$ cat src/pp_pkg.sv
// constants, modes and state layout of the multi-mode parallel port
// assumes a 10 MHz system clock and an internal i/o decode on one clock
`default_nettype none
package pp_pkg;
  // ==========================================================
  // timing
  localparam int unsigned CLK_HZ = 10_000_000;
  localparam int unsigned TIMEOUT_MS = 10;
  localparam int unsigned TIMEOUT_CYC = (CLK_HZ / 1000) * TIMEOUT_MS;
  localparam int unsigned TCNT_W = 24;
  // ==========================================================
  // buffering
  localparam int unsigned FIFO_DEPTH = 16;
  localparam int unsigned FWD_W = 9;
  // ==========================================================
  // offsets, first base
  localparam logic [2:0] OFS_DATA = 3'h0;
  localparam logic [2:0] OFS_STATUS = 3'h1;
  localparam logic [2:0] OFS_CTRL = 3'h2;
  localparam logic [2:0] OFS_EPP_ADDR = 3'h3;
  // offsets, second base
  localparam logic [2:0] OFS_FIFO = 3'h0;
  localparam logic [2:0] OFS_CNFG_B = 3'h1;
  localparam logic [2:0] OFS_EXT = 3'h2;
  // ==========================================================
  // control fields
  localparam int unsigned CTL_STROBE = 0;
  localparam int unsigned CTL_AUTOFD = 1;
  localparam int unsigned CTL_INIT = 2;
  localparam int unsigned CTL_SELIN = 3;
  localparam int unsigned CTL_IRQEN = 4;
  localparam int unsigned CTL_DIR = 5;
  localparam int unsigned ST_TIMEOUT = 0;
  localparam logic [1:0] CTL_RSVD = 2'h3;
  localparam logic [1:0] STAT_RSVD = 2'h3;
  localparam logic [5:0] CTL_RESET = 6'h00;
  localparam logic [7:0] EXT_RESET = 8'h00;
  localparam logic [7:0] CNFG_A = 8'h10;
  localparam logic [7:0] CNFG_B = 8'h00;
  localparam logic [7:0] UNMAPPED = 8'hff;
  // ==========================================================
  // extended-control modes
  localparam logic [2:0] MODE_SPP = 3'h0;
  localparam logic [2:0] MODE_FIFO = 3'h2;
  localparam logic [2:0] MODE_ECP = 3'h3;
  localparam logic [2:0] MODE_TEST = 3'h6;
  localparam logic [2:0] MODE_CFG = 3'h7;
  // ==========================================================
  // states and carriers
  typedef enum logic [1:0] {E_IDLE, E_STROBE, E_TAIL} epp_st_t;
  typedef enum logic [1:0] {F_IDLE, F_STROBE, F_WAITLOW} fwd_st_t;
  typedef enum logic [0:0] {R_IDLE, R_ACKED} rev_st_t;
  typedef struct packed {
    logic ack_n;
    logic busy;
    logic pe;
    logic slct;
    logic err_n;
    logic [7:0] pd;
  } pins_in_t;
  typedef struct packed {
    pins_in_t s1;
    pins_in_t s2;
    logic ack_prev;
    logic epp;
    logic [5:0] ctl;
    logic [7:0] data;
    logic [7:0] ext_ctl;
    logic cycle_timeout_flag;
    logic irq;
    epp_st_t est;
    logic est_write;
    logic est_addr;
    logic [TCNT_W-1:0] tcnt;
    fwd_st_t fst;
    logic [7:0] fbyte;
    logic ftag;
    rev_st_t rvs;
    logic [6:0] rle_cnt;
    logic rle_pend;
    logic [7:0] rep_byte;
    logic [7:0] rep_left;
    logic [7:0] rdata;
    logic done;
    logic wait_stretch;
    logic [7:0] pd_out;
    logic pd_oe;
    logic strobe_n;
    logic autofd_n;
    logic init_n;
    logic selin_n;
  } pp_st_t;
endpackage
`default_nettype wire

$ cat src/parallel_port_epp_ecp.sv
// multi-mode parallel port: standard control, enhanced handshake, fifo modes
// assumes an i/o decode on clk giving one-cycle read/write pulses per access
// What this block does
// RULE1: control register reads its top two bits as ones.
// RULE2: direction bit five low drives data lines, high receives them; outside enhanced mode, modes 000 and 010 always drive.
// RULE3: with bit four set, acknowledge rising edge raises an interrupt.
// RULE4: control bit three drives select-in pin inverted.
// RULE5: control bit two drives init pin directly; zero initialises.
// RULE6: control bit one drives auto-feed pin inverted.
// RULE7: control bit zero drives strobe pin inverted.
// RULE8: enhanced offset three starts address write or read cycles.
// RULE9: enhanced offsets four to seven start data write or read cycles.
// RULE10: outside enhanced offsets, pins follow the control register; modes 010 and 011 drive strobe by handshake, 011 also select-in and feed.
// RULE11: wait lasting ten milliseconds aborts cycle and sets timeout flag.
// RULE12: software clears control bits zero, one, three before enhanced cycles.
// RULE13: hardware drives strobe, feed and select-in during enhanced cycles.
// RULE14: address write drives byte, asserts write and address strobes.
// RULE15: wait release ends strobe and bus cycle; wait return ends write.
// RULE16: address read floats lines, latches on wait release.
// RULE17: data write drives byte, asserts write and data strobes.
// RULE18: data read floats lines, latches on wait release.
// RULE19: sixteen-byte fifo per direction in extended modes.
// RULE20: run-length bytes are expanded; no compression.
// RULE21: second-base offset zero decodes by mode.
// RULE22: timeout flag clears by reset or writing one; reads one outside enhanced.
// RULE23: timeout counts clocks from cycle start, stops at wait release.
// RULE24: abort returns strobes inactive and completes the host cycle.
`timescale 1ns/1ps
`default_nettype none
// ============================================================
// fifo, power-of-two depth
module pp_fifo #(
  parameter int unsigned WIDTH = 8,
  parameter int unsigned DEPTH = 16
) (
  input wire logic clk,
  input wire logic rst,
  input wire logic in_valid,
  input wire logic [WIDTH-1:0] in_data,
  output logic in_ready,
  output logic out_valid,
  output logic [WIDTH-1:0] out_data,
  input wire logic out_ready
);
  localparam int unsigned AW = $clog2(DEPTH);
  typedef struct packed {
    logic [DEPTH-1:0][WIDTH-1:0] mem;
    logic [AW:0] wp;
    logic [AW:0] rp;
  } fifo_st_t;
  fifo_st_t q, d;

  // extra pointer bit tells full from empty
  assign in_ready = !((q.wp[AW] != q.rp[AW]) && (q.wp[AW-1:0] == q.rp[AW-1:0]));
  assign out_valid = (q.wp != q.rp);
  assign out_data = q.mem[q.rp[AW-1:0]];

  // push and pop
  always_comb begin
    d = q;
    if (in_valid && in_ready) begin
      d.mem[q.wp[AW-1:0]] = in_data;
      d.wp = q.wp + 1'h1;
    end
    if (out_valid && out_ready) begin
      d.rp = q.rp + 1'h1;
    end
  end

  always_ff @(posedge clk or posedge rst) begin
    if (rst) begin
      q <= '0;
    end else begin
      q <= d;
    end
  end
endmodule // pp_fifo

// ============================================================
// port top
module parallel_port_epp_ecp #(
  parameter int unsigned TIMEOUT_CYCLES = pp_pkg::TIMEOUT_CYC,
  parameter int unsigned FIFO_DEPTH = pp_pkg::FIFO_DEPTH
) (
  input wire logic clk,
  input wire logic rst,
  input wire logic epp_mode,
  input wire logic internal_io_write,
  input wire logic internal_io_read,
  input wire logic io_base2,
  input wire logic [2:0] io_addr,
  input wire logic [7:0] io_wdata,
  output logic [7:0] io_rdata,
  output logic io_done,
  output logic bus_wait_stretch,
  input wire logic [7:0] printer_data_in,
  output logic [7:0] printer_data_lines,
  output logic printer_data_oe,
  output logic strobe_pin,
  output logic auto_feed_pin,
  output logic init_pin,
  output logic select_in_pin,
  input wire logic ack_n_pin,
  input wire logic busy_pin,
  input wire logic perror_pin,
  input wire logic select_pin,
  input wire logic fault_n_pin,
  output logic irq
);
  localparam logic [pp_pkg::TCNT_W-1:0] TO_LAST = pp_pkg::TCNT_W'(TIMEOUT_CYCLES - 1);

  pp_pkg::pp_st_t st_q, d;
  logic [2:0] mode, mode_n;
  logic dir, dir_n, epp_hit, rv_ok;
  logic fw_push, fw_ready, fw_valid, fw_pop;
  logic [pp_pkg::FWD_W-1:0] fw_wdata, fw_out;
  logic rv_push, rv_ready, rv_valid, rv_pop;
  logic [7:0] rv_wdata, rv_out;

  // direction forced forward outside enhanced mode in standard mode 000 and fifo mode 010
  function automatic logic dir_of(input logic [5:0] c, input logic [2:0] m, input logic e);
    dir_of = c[pp_pkg::CTL_DIR] && (e || !(m == pp_pkg::MODE_SPP || m == pp_pkg::MODE_FIFO));
  endfunction

  // ==========================================================
  // buffers, one per direction
  pp_fifo #(.WIDTH(pp_pkg::FWD_W), .DEPTH(FIFO_DEPTH)) u_fwd ( // RULE19
    .clk(clk), .rst(rst), .in_valid(fw_push), .in_data(fw_wdata), .in_ready(fw_ready),
    .out_valid(fw_valid), .out_data(fw_out), .out_ready(fw_pop));
  pp_fifo #(.WIDTH(8), .DEPTH(FIFO_DEPTH)) u_rev ( // RULE19
    .clk(clk), .rst(rst), .in_valid(rv_push), .in_data(rv_wdata), .in_ready(rv_ready),
    .out_valid(rv_valid), .out_data(rv_out), .out_ready(rv_pop));

  // ==========================================================
  // next state
  always_comb begin
    d = st_q;
    fw_push = 1'h0;
    fw_wdata = '0;
    fw_pop = 1'h0;
    rv_push = 1'h0;
    rv_wdata = 8'h00;
    rv_pop = 1'h0;
    mode = st_q.ext_ctl[7:5];
    dir = dir_of(st_q.ctl, mode, st_q.epp);
    epp_hit = st_q.epp && !io_base2 && (io_addr >= pp_pkg::OFS_EPP_ADDR);
    rv_ok = (mode == pp_pkg::MODE_ECP) && dir && (st_q.rep_left == 8'h00) && rv_ready;
    // pins pass two flops before use
    d.s1 = {ack_n_pin, busy_pin, perror_pin, select_pin, fault_n_pin, printer_data_in};
    d.s2 = st_q.s1;
    d.ack_prev = st_q.s2.ack_n;
    d.epp = epp_mode;
    d.done = 1'h0;
    d.irq = st_q.ctl[pp_pkg::CTL_IRQEN] && st_q.s2.ack_n && !st_q.ack_prev; // RULE3
    // enhanced handshake; wait input rides on the busy pin
    case (st_q.est)
      pp_pkg::E_STROBE: begin
        d.tcnt = st_q.tcnt + 1'h1; // RULE23
        if (st_q.s2.busy) begin
          if (!st_q.est_write) begin
            d.rdata = st_q.s2.pd; // RULE16 RULE18
          end
          d.done = 1'h1; // RULE15
          d.wait_stretch = 1'h0;
          d.tcnt = '0;
          d.est = st_q.est_write ? pp_pkg::E_TAIL : pp_pkg::E_IDLE;
        end else if (st_q.tcnt == TO_LAST) begin
          d.cycle_timeout_flag = 1'h1; // RULE11
          d.done = 1'h1; // RULE24
          d.wait_stretch = 1'h0;
          d.est = pp_pkg::E_IDLE;
        end
      end
      pp_pkg::E_TAIL: begin
        // write strobe held until wait returns; bounded by the same count
        d.tcnt = st_q.tcnt + 1'h1;
        if (!st_q.s2.busy || st_q.tcnt == TO_LAST) begin
          d.est = pp_pkg::E_IDLE; // RULE15
        end
      end
      default: ;
    endcase
    // host writes
    if (internal_io_write && st_q.est != pp_pkg::E_STROBE) begin
      d.done = !epp_hit;
      if (epp_hit) begin
        d.data = io_wdata; // RULE8 RULE9
        d.est = pp_pkg::E_STROBE;
        d.est_write = 1'h1;
        d.est_addr = (io_addr == pp_pkg::OFS_EPP_ADDR);
        d.tcnt = '0; // RULE23
        d.wait_stretch = 1'h1;
      end else if (!io_base2) begin
        case (io_addr)
          pp_pkg::OFS_DATA: begin
            if (mode == pp_pkg::MODE_ECP) begin
              fw_push = 1'h1;
              fw_wdata = {1'h1, io_wdata};
            end else begin
              d.data = io_wdata;
            end
          end
          pp_pkg::OFS_STATUS: begin
            if (io_wdata[pp_pkg::ST_TIMEOUT]) begin
              d.cycle_timeout_flag = 1'h0; // RULE22
            end
          end
          pp_pkg::OFS_CTRL: d.ctl = io_wdata[5:0];
          default: ;
        endcase
      end else begin
        case (io_addr)
          pp_pkg::OFS_FIFO: begin
            if (mode == pp_pkg::MODE_FIFO || mode == pp_pkg::MODE_ECP ||
                mode == pp_pkg::MODE_TEST) begin
              fw_push = 1'h1; // RULE21
              fw_wdata = {1'h0, io_wdata};
            end
          end
          pp_pkg::OFS_EXT: d.ext_ctl = {io_wdata[7:2], 2'h0};
          default: ;
        endcase
      end
    end
    // host reads
    if (internal_io_read && st_q.est != pp_pkg::E_STROBE) begin
      d.done = !epp_hit;
      d.rdata = pp_pkg::UNMAPPED;
      if (epp_hit) begin
        d.est = pp_pkg::E_STROBE; // RULE8 RULE9
        d.est_write = 1'h0;
        d.est_addr = (io_addr == pp_pkg::OFS_EPP_ADDR);
        d.tcnt = '0;
        d.wait_stretch = 1'h1;
      end else if (!io_base2) begin
        case (io_addr)
          pp_pkg::OFS_DATA: d.rdata = dir ? st_q.s2.pd : st_q.data;
          pp_pkg::OFS_STATUS: d.rdata = {!st_q.s2.busy, st_q.s2.ack_n, st_q.s2.pe,
            st_q.s2.slct, st_q.s2.err_n, pp_pkg::STAT_RSVD,
            st_q.epp ? st_q.cycle_timeout_flag : 1'h1}; // RULE22
          pp_pkg::OFS_CTRL: d.rdata = {pp_pkg::CTL_RSVD, st_q.ctl}; // RULE1
          default: ;
        endcase
      end else begin
        case (io_addr)
          pp_pkg::OFS_FIFO: begin
            if (mode == pp_pkg::MODE_CFG) begin
              d.rdata = pp_pkg::CNFG_A; // RULE21
            end else if (mode == pp_pkg::MODE_TEST && fw_valid) begin
              fw_pop = 1'h1;
              d.rdata = fw_out[7:0];
            end else if (mode == pp_pkg::MODE_ECP && dir && rv_valid) begin
              rv_pop = 1'h1;
              d.rdata = rv_out;
            end
          end
          pp_pkg::OFS_CNFG_B: begin
            if (mode == pp_pkg::MODE_CFG) begin
              d.rdata = pp_pkg::CNFG_B;
            end
          end
          pp_pkg::OFS_EXT: d.rdata = {st_q.ext_ctl[7:2],
            dir ? !rv_ready : !fw_ready, dir ? !rv_valid : !fw_valid};
          default: ;
        endcase
      end
    end
    // forward drain to the peripheral
    case (st_q.fst)
      pp_pkg::F_IDLE: begin
        if ((mode == pp_pkg::MODE_FIFO || mode == pp_pkg::MODE_ECP) && !dir && fw_valid) begin
          fw_pop = 1'h1;
          d.fbyte = fw_out[7:0];
          d.ftag = fw_out[8];
          d.fst = pp_pkg::F_STROBE;
        end
      end
      pp_pkg::F_STROBE: if (st_q.s2.busy) d.fst = pp_pkg::F_WAITLOW;
      pp_pkg::F_WAITLOW: if (!st_q.s2.busy) d.fst = pp_pkg::F_IDLE;
      default: d.fst = pp_pkg::F_IDLE;
    endcase
    // reverse capture; a command byte below 80h is a run count
    case (st_q.rvs)
      pp_pkg::R_IDLE: begin
        if (rv_ok && !st_q.s2.ack_n) begin
          d.rvs = pp_pkg::R_ACKED;
          if (!st_q.s2.busy) begin
            if (!st_q.s2.pd[7]) begin
              d.rle_cnt = st_q.s2.pd[6:0]; // RULE20
              d.rle_pend = 1'h1;
            end
          end else if (st_q.rle_pend) begin
            d.rep_byte = st_q.s2.pd;
            d.rep_left = {1'h0, st_q.rle_cnt} + 8'h01;
            d.rle_pend = 1'h0;
          end else begin
            rv_push = 1'h1;
            rv_wdata = st_q.s2.pd;
          end
        end
      end
      pp_pkg::R_ACKED: if (st_q.s2.ack_n) d.rvs = pp_pkg::R_IDLE;
      default: d.rvs = pp_pkg::R_IDLE;
    endcase
    // run expansion stalls on a full buffer
    if (st_q.rep_left != 8'h00 && rv_ready) begin
      rv_push = 1'h1; // RULE20
      rv_wdata = st_q.rep_byte;
      d.rep_left = st_q.rep_left - 8'h01;
    end
    // pins from the new state
    mode_n = d.ext_ctl[7:5];
    dir_n = dir_of(d.ctl, mode_n, d.epp);
    d.strobe_n = !d.ctl[pp_pkg::CTL_STROBE]; // RULE7 RULE10
    d.autofd_n = !d.ctl[pp_pkg::CTL_AUTOFD]; // RULE6
    d.init_n = d.ctl[pp_pkg::CTL_INIT]; // RULE5
    d.selin_n = !d.ctl[pp_pkg::CTL_SELIN]; // RULE4
    d.pd_out = d.data;
    d.pd_oe = !dir_n; // RULE2
    if (d.est != pp_pkg::E_IDLE) begin
      d.strobe_n = !d.est_write; // RULE13 RULE14 RULE17
      d.selin_n = !(d.est == pp_pkg::E_STROBE && d.est_addr);
      d.autofd_n = !(d.est == pp_pkg::E_STROBE && !d.est_addr);
      d.pd_oe = d.est_write; // RULE16 RULE18
    end else if (mode_n == pp_pkg::MODE_FIFO || mode_n == pp_pkg::MODE_ECP) begin
      if (d.fst != pp_pkg::F_IDLE) begin
        d.pd_out = d.fbyte;
        d.strobe_n = (d.fst != pp_pkg::F_STROBE);
      end
      if (mode_n == pp_pkg::MODE_ECP) begin
        d.selin_n = 1'h1;
        d.autofd_n = dir_n ? !(d.rvs == pp_pkg::R_IDLE && d.rep_left == 8'h00) : !d.ftag;
      end
    end
  end

  // state register; pins come up idle with init asserted
  always_ff @(posedge clk or posedge rst) begin
    if (rst) begin
      st_q <= '0;
      st_q.ctl <= pp_pkg::CTL_RESET;
      st_q.ext_ctl <= pp_pkg::EXT_RESET;
      st_q.strobe_n <= 1'h1;
      st_q.autofd_n <= 1'h1;
      st_q.selin_n <= 1'h1;
      st_q.pd_oe <= 1'h1;
      st_q.s1.ack_n <= 1'h1; // idle level, so no false edge after reset
      st_q.s2.ack_n <= 1'h1;
      st_q.ack_prev <= 1'h1;
    end else begin
      st_q <= d;
    end
  end

  assign io_rdata = st_q.rdata;
  assign io_done = st_q.done;
  assign bus_wait_stretch = st_q.wait_stretch;
  assign printer_data_lines = st_q.pd_out;
  assign printer_data_oe = st_q.pd_oe;
  assign strobe_pin = st_q.strobe_n;
  assign auto_feed_pin = st_q.autofd_n;
  assign init_pin = st_q.init_n;
  assign select_in_pin = st_q.selin_n;
  assign irq = st_q.irq;
endmodule // parallel_port_epp_ecp
`default_nettype wire

$ cat config.mk
export PLATFORM = sky130hd
export DESIGN_NAME = parallel_port_epp_ecp
export DESIGN_NICKNAME = d
export VERILOG_FILES = /design/src/pp_pkg.sv /design/src/parallel_port_epp_ecp.sv
export SDC_FILE = /design/constraint.sdc
export NUM_CORES = 1
export LEC_CHECK = 0
export BUFFER_PORTS_ARGS = -buffer_cell sky130_fd_sc_hd__buf_4
export CAP_MARGIN = 15
export CORE_MARGIN = 2
export CORE_UTILIZATION = 60
export CTS_CLUSTER_DIAMETER = 30
export CTS_CLUSTER_SIZE = 8
export DETAILED_ROUTE_END_ITERATION = 12
export GPL_TIMING_DRIVEN = 0
export PLACE_DENSITY = 0.77
export REMOVE_ABC_BUFFERS = 1
export SLEW_MARGIN = 20
export SYNTH_ARGS = -nofsm -noshare
export SYNTH_HDL_FRONTEND = slang
export SYNTH_SLANG_ARGS = --single-unit
$ cat constraint.sdc
create_clock -name clk -period 35.6 [get_ports clk]
set_clock_uncertainty 0.2 [all_clocks]
set_input_delay 3.56 -clock clk [delete_from_list [all_inputs] [get_ports clk]]
set_output_delay 3.56 -clock clk [all_outputs]
set_load 0.01 [all_outputs]
==> impl_metrics.json, run 1 <==
{
  "placedCellCount": 2122,
  "totalWireLength_um": 50300,
  "final_cell_mix": "dfrtp_1 (417), nand2_1 (272), o21ai_0 (226)",
  "slew-limit-headroom_pct": 26.5,
  "path_buf_inv": 1,
  "clkLatencyLatePin_ns": 0.62,
  "cts_tree": "done",
  "cts.repair.resized": 0,
  "max_stage_delay_ns": 0.88,
  "rr_worst_depth": 7,
  "grt_max_degree": 109,
  "path_cells": "buf_4 -> or3_1 -> nor2_2 -> and2_1 -> nand4_1 -> o21ai_0",
  "layout.cells.non_filler": 2297,
  "status": "complete, no violations",
  "dieArea_sq_um": 34100,
  "num_vias": 14445,
  "arrival_ns": 6.81,
  "synth_edf_count": 0,
  "nNetsFinal": 1821,
  "fin_util_pct": 72.8,
  "r2r_slack_ns": 31.29,
  "worstSetupPathType": "in -> reg",
  "drtIter0Drc": 1286,
  "grt.overflow.total": 0,
  "rsz0062_at_grt": "no",
  "min_to": "st_q[123]$_DFF_PP0_",
  "required_ns": 35.88,
  "first_pass_iters": 7,
  "hpwl_um": 30000,
  "tightestPinTransition_ns": 1.09,
  "port_buffers": 53,
  "ys_ff_latch": 428,
  "io_pins": 54,
  "syn_inst": 1737,
  "p_leak_uw": 0.0101,
  "wl_per_cell_um": 21.9,
  "crit_family": "simple AND/OR/NAND/NOR gates",
  "fp.dieH_um": 185,
  "syn_area_sq_um": 19600,
  "critPathLaunchType": "primary input",
  "end_kind": "register",
  "drive_above_1_share_pct": 22.6,
  "diodes": 0,
  "fmax_mhz": 153,
  "hp-class": "reg -> reg",
  "maxSlewViolCount": 0,
  "htreeDepth": 3,
  "ant_nets": 0,
  "cpMaxStageDelayCell": "and2_1",
  "async_flop_share_pct": 100,
  "path_clk_slew_ns": 0.05,
  "hold_violations": 0,
  "worstPathMaxFanout": 21,
  "viasPerCell": 6.29,
  "std_cell_rows": 66,
  "grt_usage_pct": 30.9,
  "area_delta_synth_final_pct": 20.2,
  "gp_congestion": 0.920,
  "antenna_found_initial": 0,
  "rr_endpoint": "u_rev.q[126]$_DFFE_PP0P_",
  "cts_buffer_depth": 3,
  "yosysSeqAreaShare_pct": 54.8,
  "numCtsBuffers": 94,
  "min_period_over_period_pct": 18.3,
  "min_period_ns": 6.53,
  "worstHoldStart": "d[123]$_DFF_PP0_",
  "grt_pass1_wl_um": 81300,
  "peakVddDrop_mv": 0.0458,
  "tns_ns": 0,
  "p_per_area_nw_per_um2": 82.0,
  "max-cap-violations": 0,
  "postSynthAreaPerCell_sq_um": 11.3,
  "post_cts.repair.setup_buffers": 0,
  "start_util_pct": 60.6,
  "yosysWarnings": 0,
  "setup_viol": 0,
  "cts_root_buffer": "clkbuf_16",
  "die_x_um": 185,
  "cts-hold-fix-buffers": 0,
  "cts_sinks": 428,
  "drc": 0,
  "synth_ff_type": "dfrtp_1",
  "synth_cell_types": 74,
  "grt_pass1_vias": 14845,
  "layout_commonest_cell": "dfrtp_1",
  "r2r-start": "u_rev.q[0]$_DFFE_PP0P_",
  "whs_path_depth": 0,
  "coreArea_sq_um": 32300
}
-- how the worst max path moves through the flow --
stage	from	endpoint	cells past startpoint
finish	io_addr[2]	u_fwd.q[149]$_DFFE_PP0P_	6
global route	io_addr[2]	u_fwd.q[149]$_DFFE_PP0P_	6
detailed placement	io_addr[2]	u_fwd.q[149]$_DFFE_PP0P_	6
floorplan	rst	bus_wait_stretch$_DFF_PP0_	1
CTS	io_addr[2]	u_fwd.q[149]$_DFFE_PP0P_	6
global placement	rst	u_fwd.q[108]$_DFFE_PP0P_	2
-- synth_stat cells (21+ instances only) --
cell type,instances,area share [%]
dfrtp_1,421,54
nand2_1,272,5.2
o21ai_0,226,5.8
nor2_1,126,2.4
a21oi_1,88,2.3
mux4_2,85,9.8
mux2_2,55,3.2
clkbuf_1,52,1.0
buf_2,45,1.2
xnor2_1,31,1.4
nand3_1,27,0.69
xor2_1,26,1.2
buf_4,21,0.81
-- routing by layer --
metal  vias to the layer above  part of all wire [%]  track usage, %  wire length [um]
met5                         -                     0               0                 0
met4                         0                   3.8            13.0              1890
met3                       149                   7.5            6.66              3750
met2                       718                    49            50.0             24600
met1                      7308                    40            40.8             20000
li1                       6270                     -               -                 -
-- flip-flops by register name, indices dropped and copies added, names as in the netlist --
| signal | cells |
|---|---|
| u_fwd.q | 154 |
| strobe_pin | 1 |
| mode | 3 |
| io_rdata | 8 |
| d | 14 |
| select_in_pin | 1 |
| printer_data_lines | 8 |
| bus_wait_stretch | 1 |
| printer_data_oe | 1 |
| irq | 1 |
| io_done | 1 |
| auto_feed_pin | 1 |
| st_q | 96 |
| u_rev.q | 138 |
-- final cells by class --
cell class	instances	area [sq um]
sequential	428	10700
tap	442	553
multi-input combinational	1162	8160
inverter	20	82.6
fill	1989	8770
clock buffer	130	2670
clock inverter	45	672
timing repair buffer	70	647
-- cells by family (layout without fill, tap and decap cells) --
| logic type | count (synthesis) | count (layout) | share of synthesized area (%) |
|---|---|---|---|
| compound gates | 392 | 392 | 11.1 |
| buf+inv | 147 | 265 | 3.55 |
| fa+ha+maj | 15 | 15 | 0.959 |
| mux | 147 | 147 | 13.3 |
| flops | 428 | 428 | 54.8 |
| xor+xnor | 57 | 57 | 2.55 |
| simple gates | 551 | 551 | 13.7 |
-- metrics by stage --
stage / setup WS (ns) / power [uW] / cell area (sq um) / hold slack (ns)
finish: 29.07 / 1930 / 23500 / 0.150
global route: 28.66 / 2000 / 23500 / 0.151
CTS: 29.07 / 1930 / 23500 / 0.149
detailed placement: 28.45 / 1010 / 20200 / 0.137
global placement: 16.04 / 986 / 19900 / 0.134
floorplan: 19.93 / 881 / 18900 / 0.131
-- power by group --
group          internal (uW)  switching, uW  total [uW]
clock                    622            279         901
sequential               569           80.6         650
combinational            157            220         376
total                   1350            580        1930
No activity file was read; power rests on OpenSTA's default activity.
==> inputs of run 2 (changes only) <==
Settings changed: ABC_AREA from default to 1.
Clock period 35.6 ns to 6.1 ns, I/O delays scaled along.
==> run 2 against run 1 <==
  * Largest power group unchanged
  * Combinational power increased to 7.3 times the previous value
  * Clock power increased to 5.8 times the previous value
  * Global-route usage rose by 1.5 points
  * Die area increased by 2.7%
  * Critical path type is now reg -> reg
  * Flip-flop and latch count is the same
  * Critical endpoint is now u_rev.q[136]$_DFFE_PP0P_
  * Synthesized cell count up 38%
  * Via count rose by 22%
==> impl_metrics.json, run 2 <==
{
  "end_kind": "register",
  "arrival_ns": 4.61,
  "num_vias": 17667,
  "die_x_um": 187,
  "status": "complete, no violations",
  "path_cells": "inv_2 -> buf_12 -> nand2_1 -> nand2_1 -> nor2_1 -> nand3_2 -> nand3_2 -> inv_2 -> nand2_2 -> o21ai_4 -> nand4_1 -> nand2_1 -> o21ai_0",
  "synth_common_cells": "nand2_1 (546), o21ai_0 (455), dfrtp_1 (421), nor2_1 (260), inv_1 (163)",
  "gp_congestion": 0.935,
  "totalWireLength_um": 56100,
  "postSynthAreaPerCell_sq_um": 8.39,
  "holdWs_ns": 0.0591,
  "slew-limit-headroom_pct": 33.3,
  "max_stage_delay_ns": 0.82,
  "crit_top_cell": "nand2_1",
  "seq_power_share_pct": 31.3,
  "syn_area_sq_um": 20100,
  "synth_ff_type": "dfrtp_1",
  "hold_violations": 0,
  "htreeDepth": 3,
  "placedCellCount": 2771,
  "critPathLaunchType": "register",
  "required_ns": 6.34,
  "rsz0062_at_grt": "no",
  "largestRegisters": "u_fwd.q (154), u_rev.q (138), st_q (96)",
  "cpMaxStageDelayCell": "nand4_1",
  "p_clk_share_pct": 45.2,
  "grt.overflow.total": 0,
  "dieArea_sq_um": 35000,
  "min_period_ns": 4.38,
  "layout_commonest_cell": "nand2_1",
  "fillCellCount": 2376,
  "regMostFlops": "u_fwd.q",
  "p_leak_uw": 0.0110,
  "comb_power_share_pct": 23.5,
  "largest_reg_flops": 154,
  "tightestPinTransition_ns": 1.00,
  "drive_above_1_share_pct": 11.2,
  "area_delta_synth_final_pct": 20.3,
  "synth_edf_count": 0,
  "syn_inst": 2398,
  "drtIter0Drc": 1782,
  "clkLatencyLatePin_ns": 0.62,
  "hpwl_um": 34100,
  "layout.cells.non_filler": 2963,
  "coreArea_sq_um": 33300,
  "yosys.area.top_type": "dfrtp_1",
  "port_buffers": 53,
  "viasPerCell": 5.96,
  "nNetsFinal": 2480,
  "synth_compound_area_share_pct": 17.1,
  "hp-class": "in -> reg",
  "async_flop_share_pct": 100,
  "finalPower_uw": 11600,
  "maxSlewViolCount": 0,
  "max-cap-violations": 0,
  "min_period_over_period_pct": 71.7,
  "cts_tree": "done",
  "fp.dieH_um": 187,
  "final_cell_mix": "nand2_1 (546), o21ai_0 (455), dfrtp_1 (417)",
  "drc": 0,
  "cts_root_buffer": "clkbuf_16",
  "power.internal_uw": 7670,
  "std_cell_rows": 67,
  "yosysWarnings": 0,
  "worstPathMaxFanout": 76,
  "peakVddDrop_mv": 0.273,
  "path_clk_slew_ns": 0.04,
  "synth_cell_types": 49,
  "synthXorXnorAreaFrac_pct": 1.26,
  "cts_sinks": 428,
  "grt_usage_pct": 32.4,
  "tns_ns": 0,
  "io_pins": 54,
  "fmax_mhz": 228,
  "worstSetupPathType": "reg -> reg",
  "wl_per_cell_um": 18.9,
  "p_sw_share_pct": 34.1,
  "synth_top_area_share_pct": 52.4,
  "power_switching_uw": 3980,
  "synth_mux_area_share_pct": 0.510,
  "yosys-top-cells-area": "dfrtp_1 (52%), o21ai_0 (11%), nand2_1 (10%)",
  "ys_ff_latch": 428,
  "antenna_found_initial": 1,
  "numCtsBuffers": 94,
  "ant_nets": 0,
  "grt_max_degree": 112,
  "start_util_pct": 60.4,
  "cts_buffer_depth": 3,
  "yosys.area_share.simple_pct": 20.3,
  "synthAdderAreaFrac_pct": 0.933,
  "yosysMostFrequentCell": "nand2_1",
  "synth_top_family_by_area": "simple AND/OR/NAND/NOR gates",
  "grt_pass1_wl_um": 90800,
  "grt_pass1_vias": 17265,
  "p_per_area_nw_per_um2": 482,
  "first_pass_iters": 7,
  "yosysSeqAreaShare_pct": 53.3,
  "setup_viol": 0
}
## run 2: changes by cell type after synthesis, moves of 42 or more
cell,previous run,this run
inv_1,19,163
mux2_2,55,2
mux4_2,85,0
nand2_1,272,546
nand3_1,27,85
nor2_1,126,260
o211ai_1,3,45
o21ai_0,226,455
## run 2: layout make-up
class / instances / area, sq um / area share [%]
flip-flops and latches: 428 / 10700 / 44.4
multi-input cells: 1659 / 8110 / 33.5
clock buffers: 125 / 2710 / 11.2
repair buffers: 79 / 753 / 3.11
clock inverters: 50 / 663 / 2.74
inverters: 173 / 658 / 2.72
well taps: 448 / 561 / 2.32
diodes: 1 / 2.50 / 0.0103
## run 2: repair_timing
item / CTS / global route
hold buffers: 16 / 0
buffers inserted: 0 / 0
resized for setup: 0 / 0
hold endpoints to repair: 48 / 0
setup endpoints to repair: 0 / 0
## run 2: final timing paths
kind	cells after the start	startpoint	slack, ns	to
min in group asynchronous	3	rst	0.34	st_q[60]$_DFF_PP0_
worst max register to register	13	u_rev.q[0]$_DFFE_PP0P_	1.72	u_rev.q[136]$_DFFE_PP0P_
max in group asynchronous	5	rst	4.21	u_fwd.q[16]$_DFFE_PP0P_
worst max-delay path	13	u_rev.q[0]$_DFFE_PP0P_	1.72	u_rev.q[136]$_DFFE_PP0P_
worst min-delay path	3	io_wdata[4]	0.06	st_q[109]$_DFFE_PP0P_
worst min register to register	0	d[116]$_DFF_PP0_	0.14	st_q[116]$_DFF_PP0_
## run 2: kinds of logic after synthesis
kind of cell	count (synthesis)
AOI/OAI and AO/OA	633
xor gates and xnor gates	29
adders and majority gates	15
buffers and inverters	311
DFF	428
muxes	10
and+or+nand+nor	972
## run 2: per-stage QoR
step           setup WS, ns  area [sq um]  utilization [%]
4_1_cts                1.74         24200             72.7
3_3_place_gp         -10.70         20400             61.2
3_5_place_dp           1.76         20600             62.0
5_1_grt                1.40         24200             72.7
2_1_floorplan         -6.62         19400                -
6_report               1.72         24200             72.7
## run 2: routing by layer
layer  share of wire [%]  wire length, um  track usage, %  vias up
li1                    -                -               -     8081
met1                  39            22100            41.9     8648
met2                  50            27800            53.7      790
met3                 7.4             4130            6.08      148
met4                 3.7             2070            14.3        0
met5                   0                0               0        -
## run 2: power groups by stage
| stage | registers, uW | logic [uW] | clock network [uW] |
|---|---|---|---|
| after global routing | 3690 | 3010 | 5460 |
| after floorplan | 3580 | 1730 | 0 |
| after detailed placement | 3670 | 2620 | 0 |
| after CTS | 3630 | 2690 | 5300 |
| final | 3650 | 2730 | 5270 |
| after global placement | 3700 | 2530 | 0 |
## run 2: worst max-delay path: cells and delay by family (launching register included)
kind                   cells  cell delay [ns]
AND/OR/NAND/NOR            8             1.70
flip-flops                 1             0.76
buffers and inverters      3             0.76
AO/OA/AOI/OAI              2             0.74
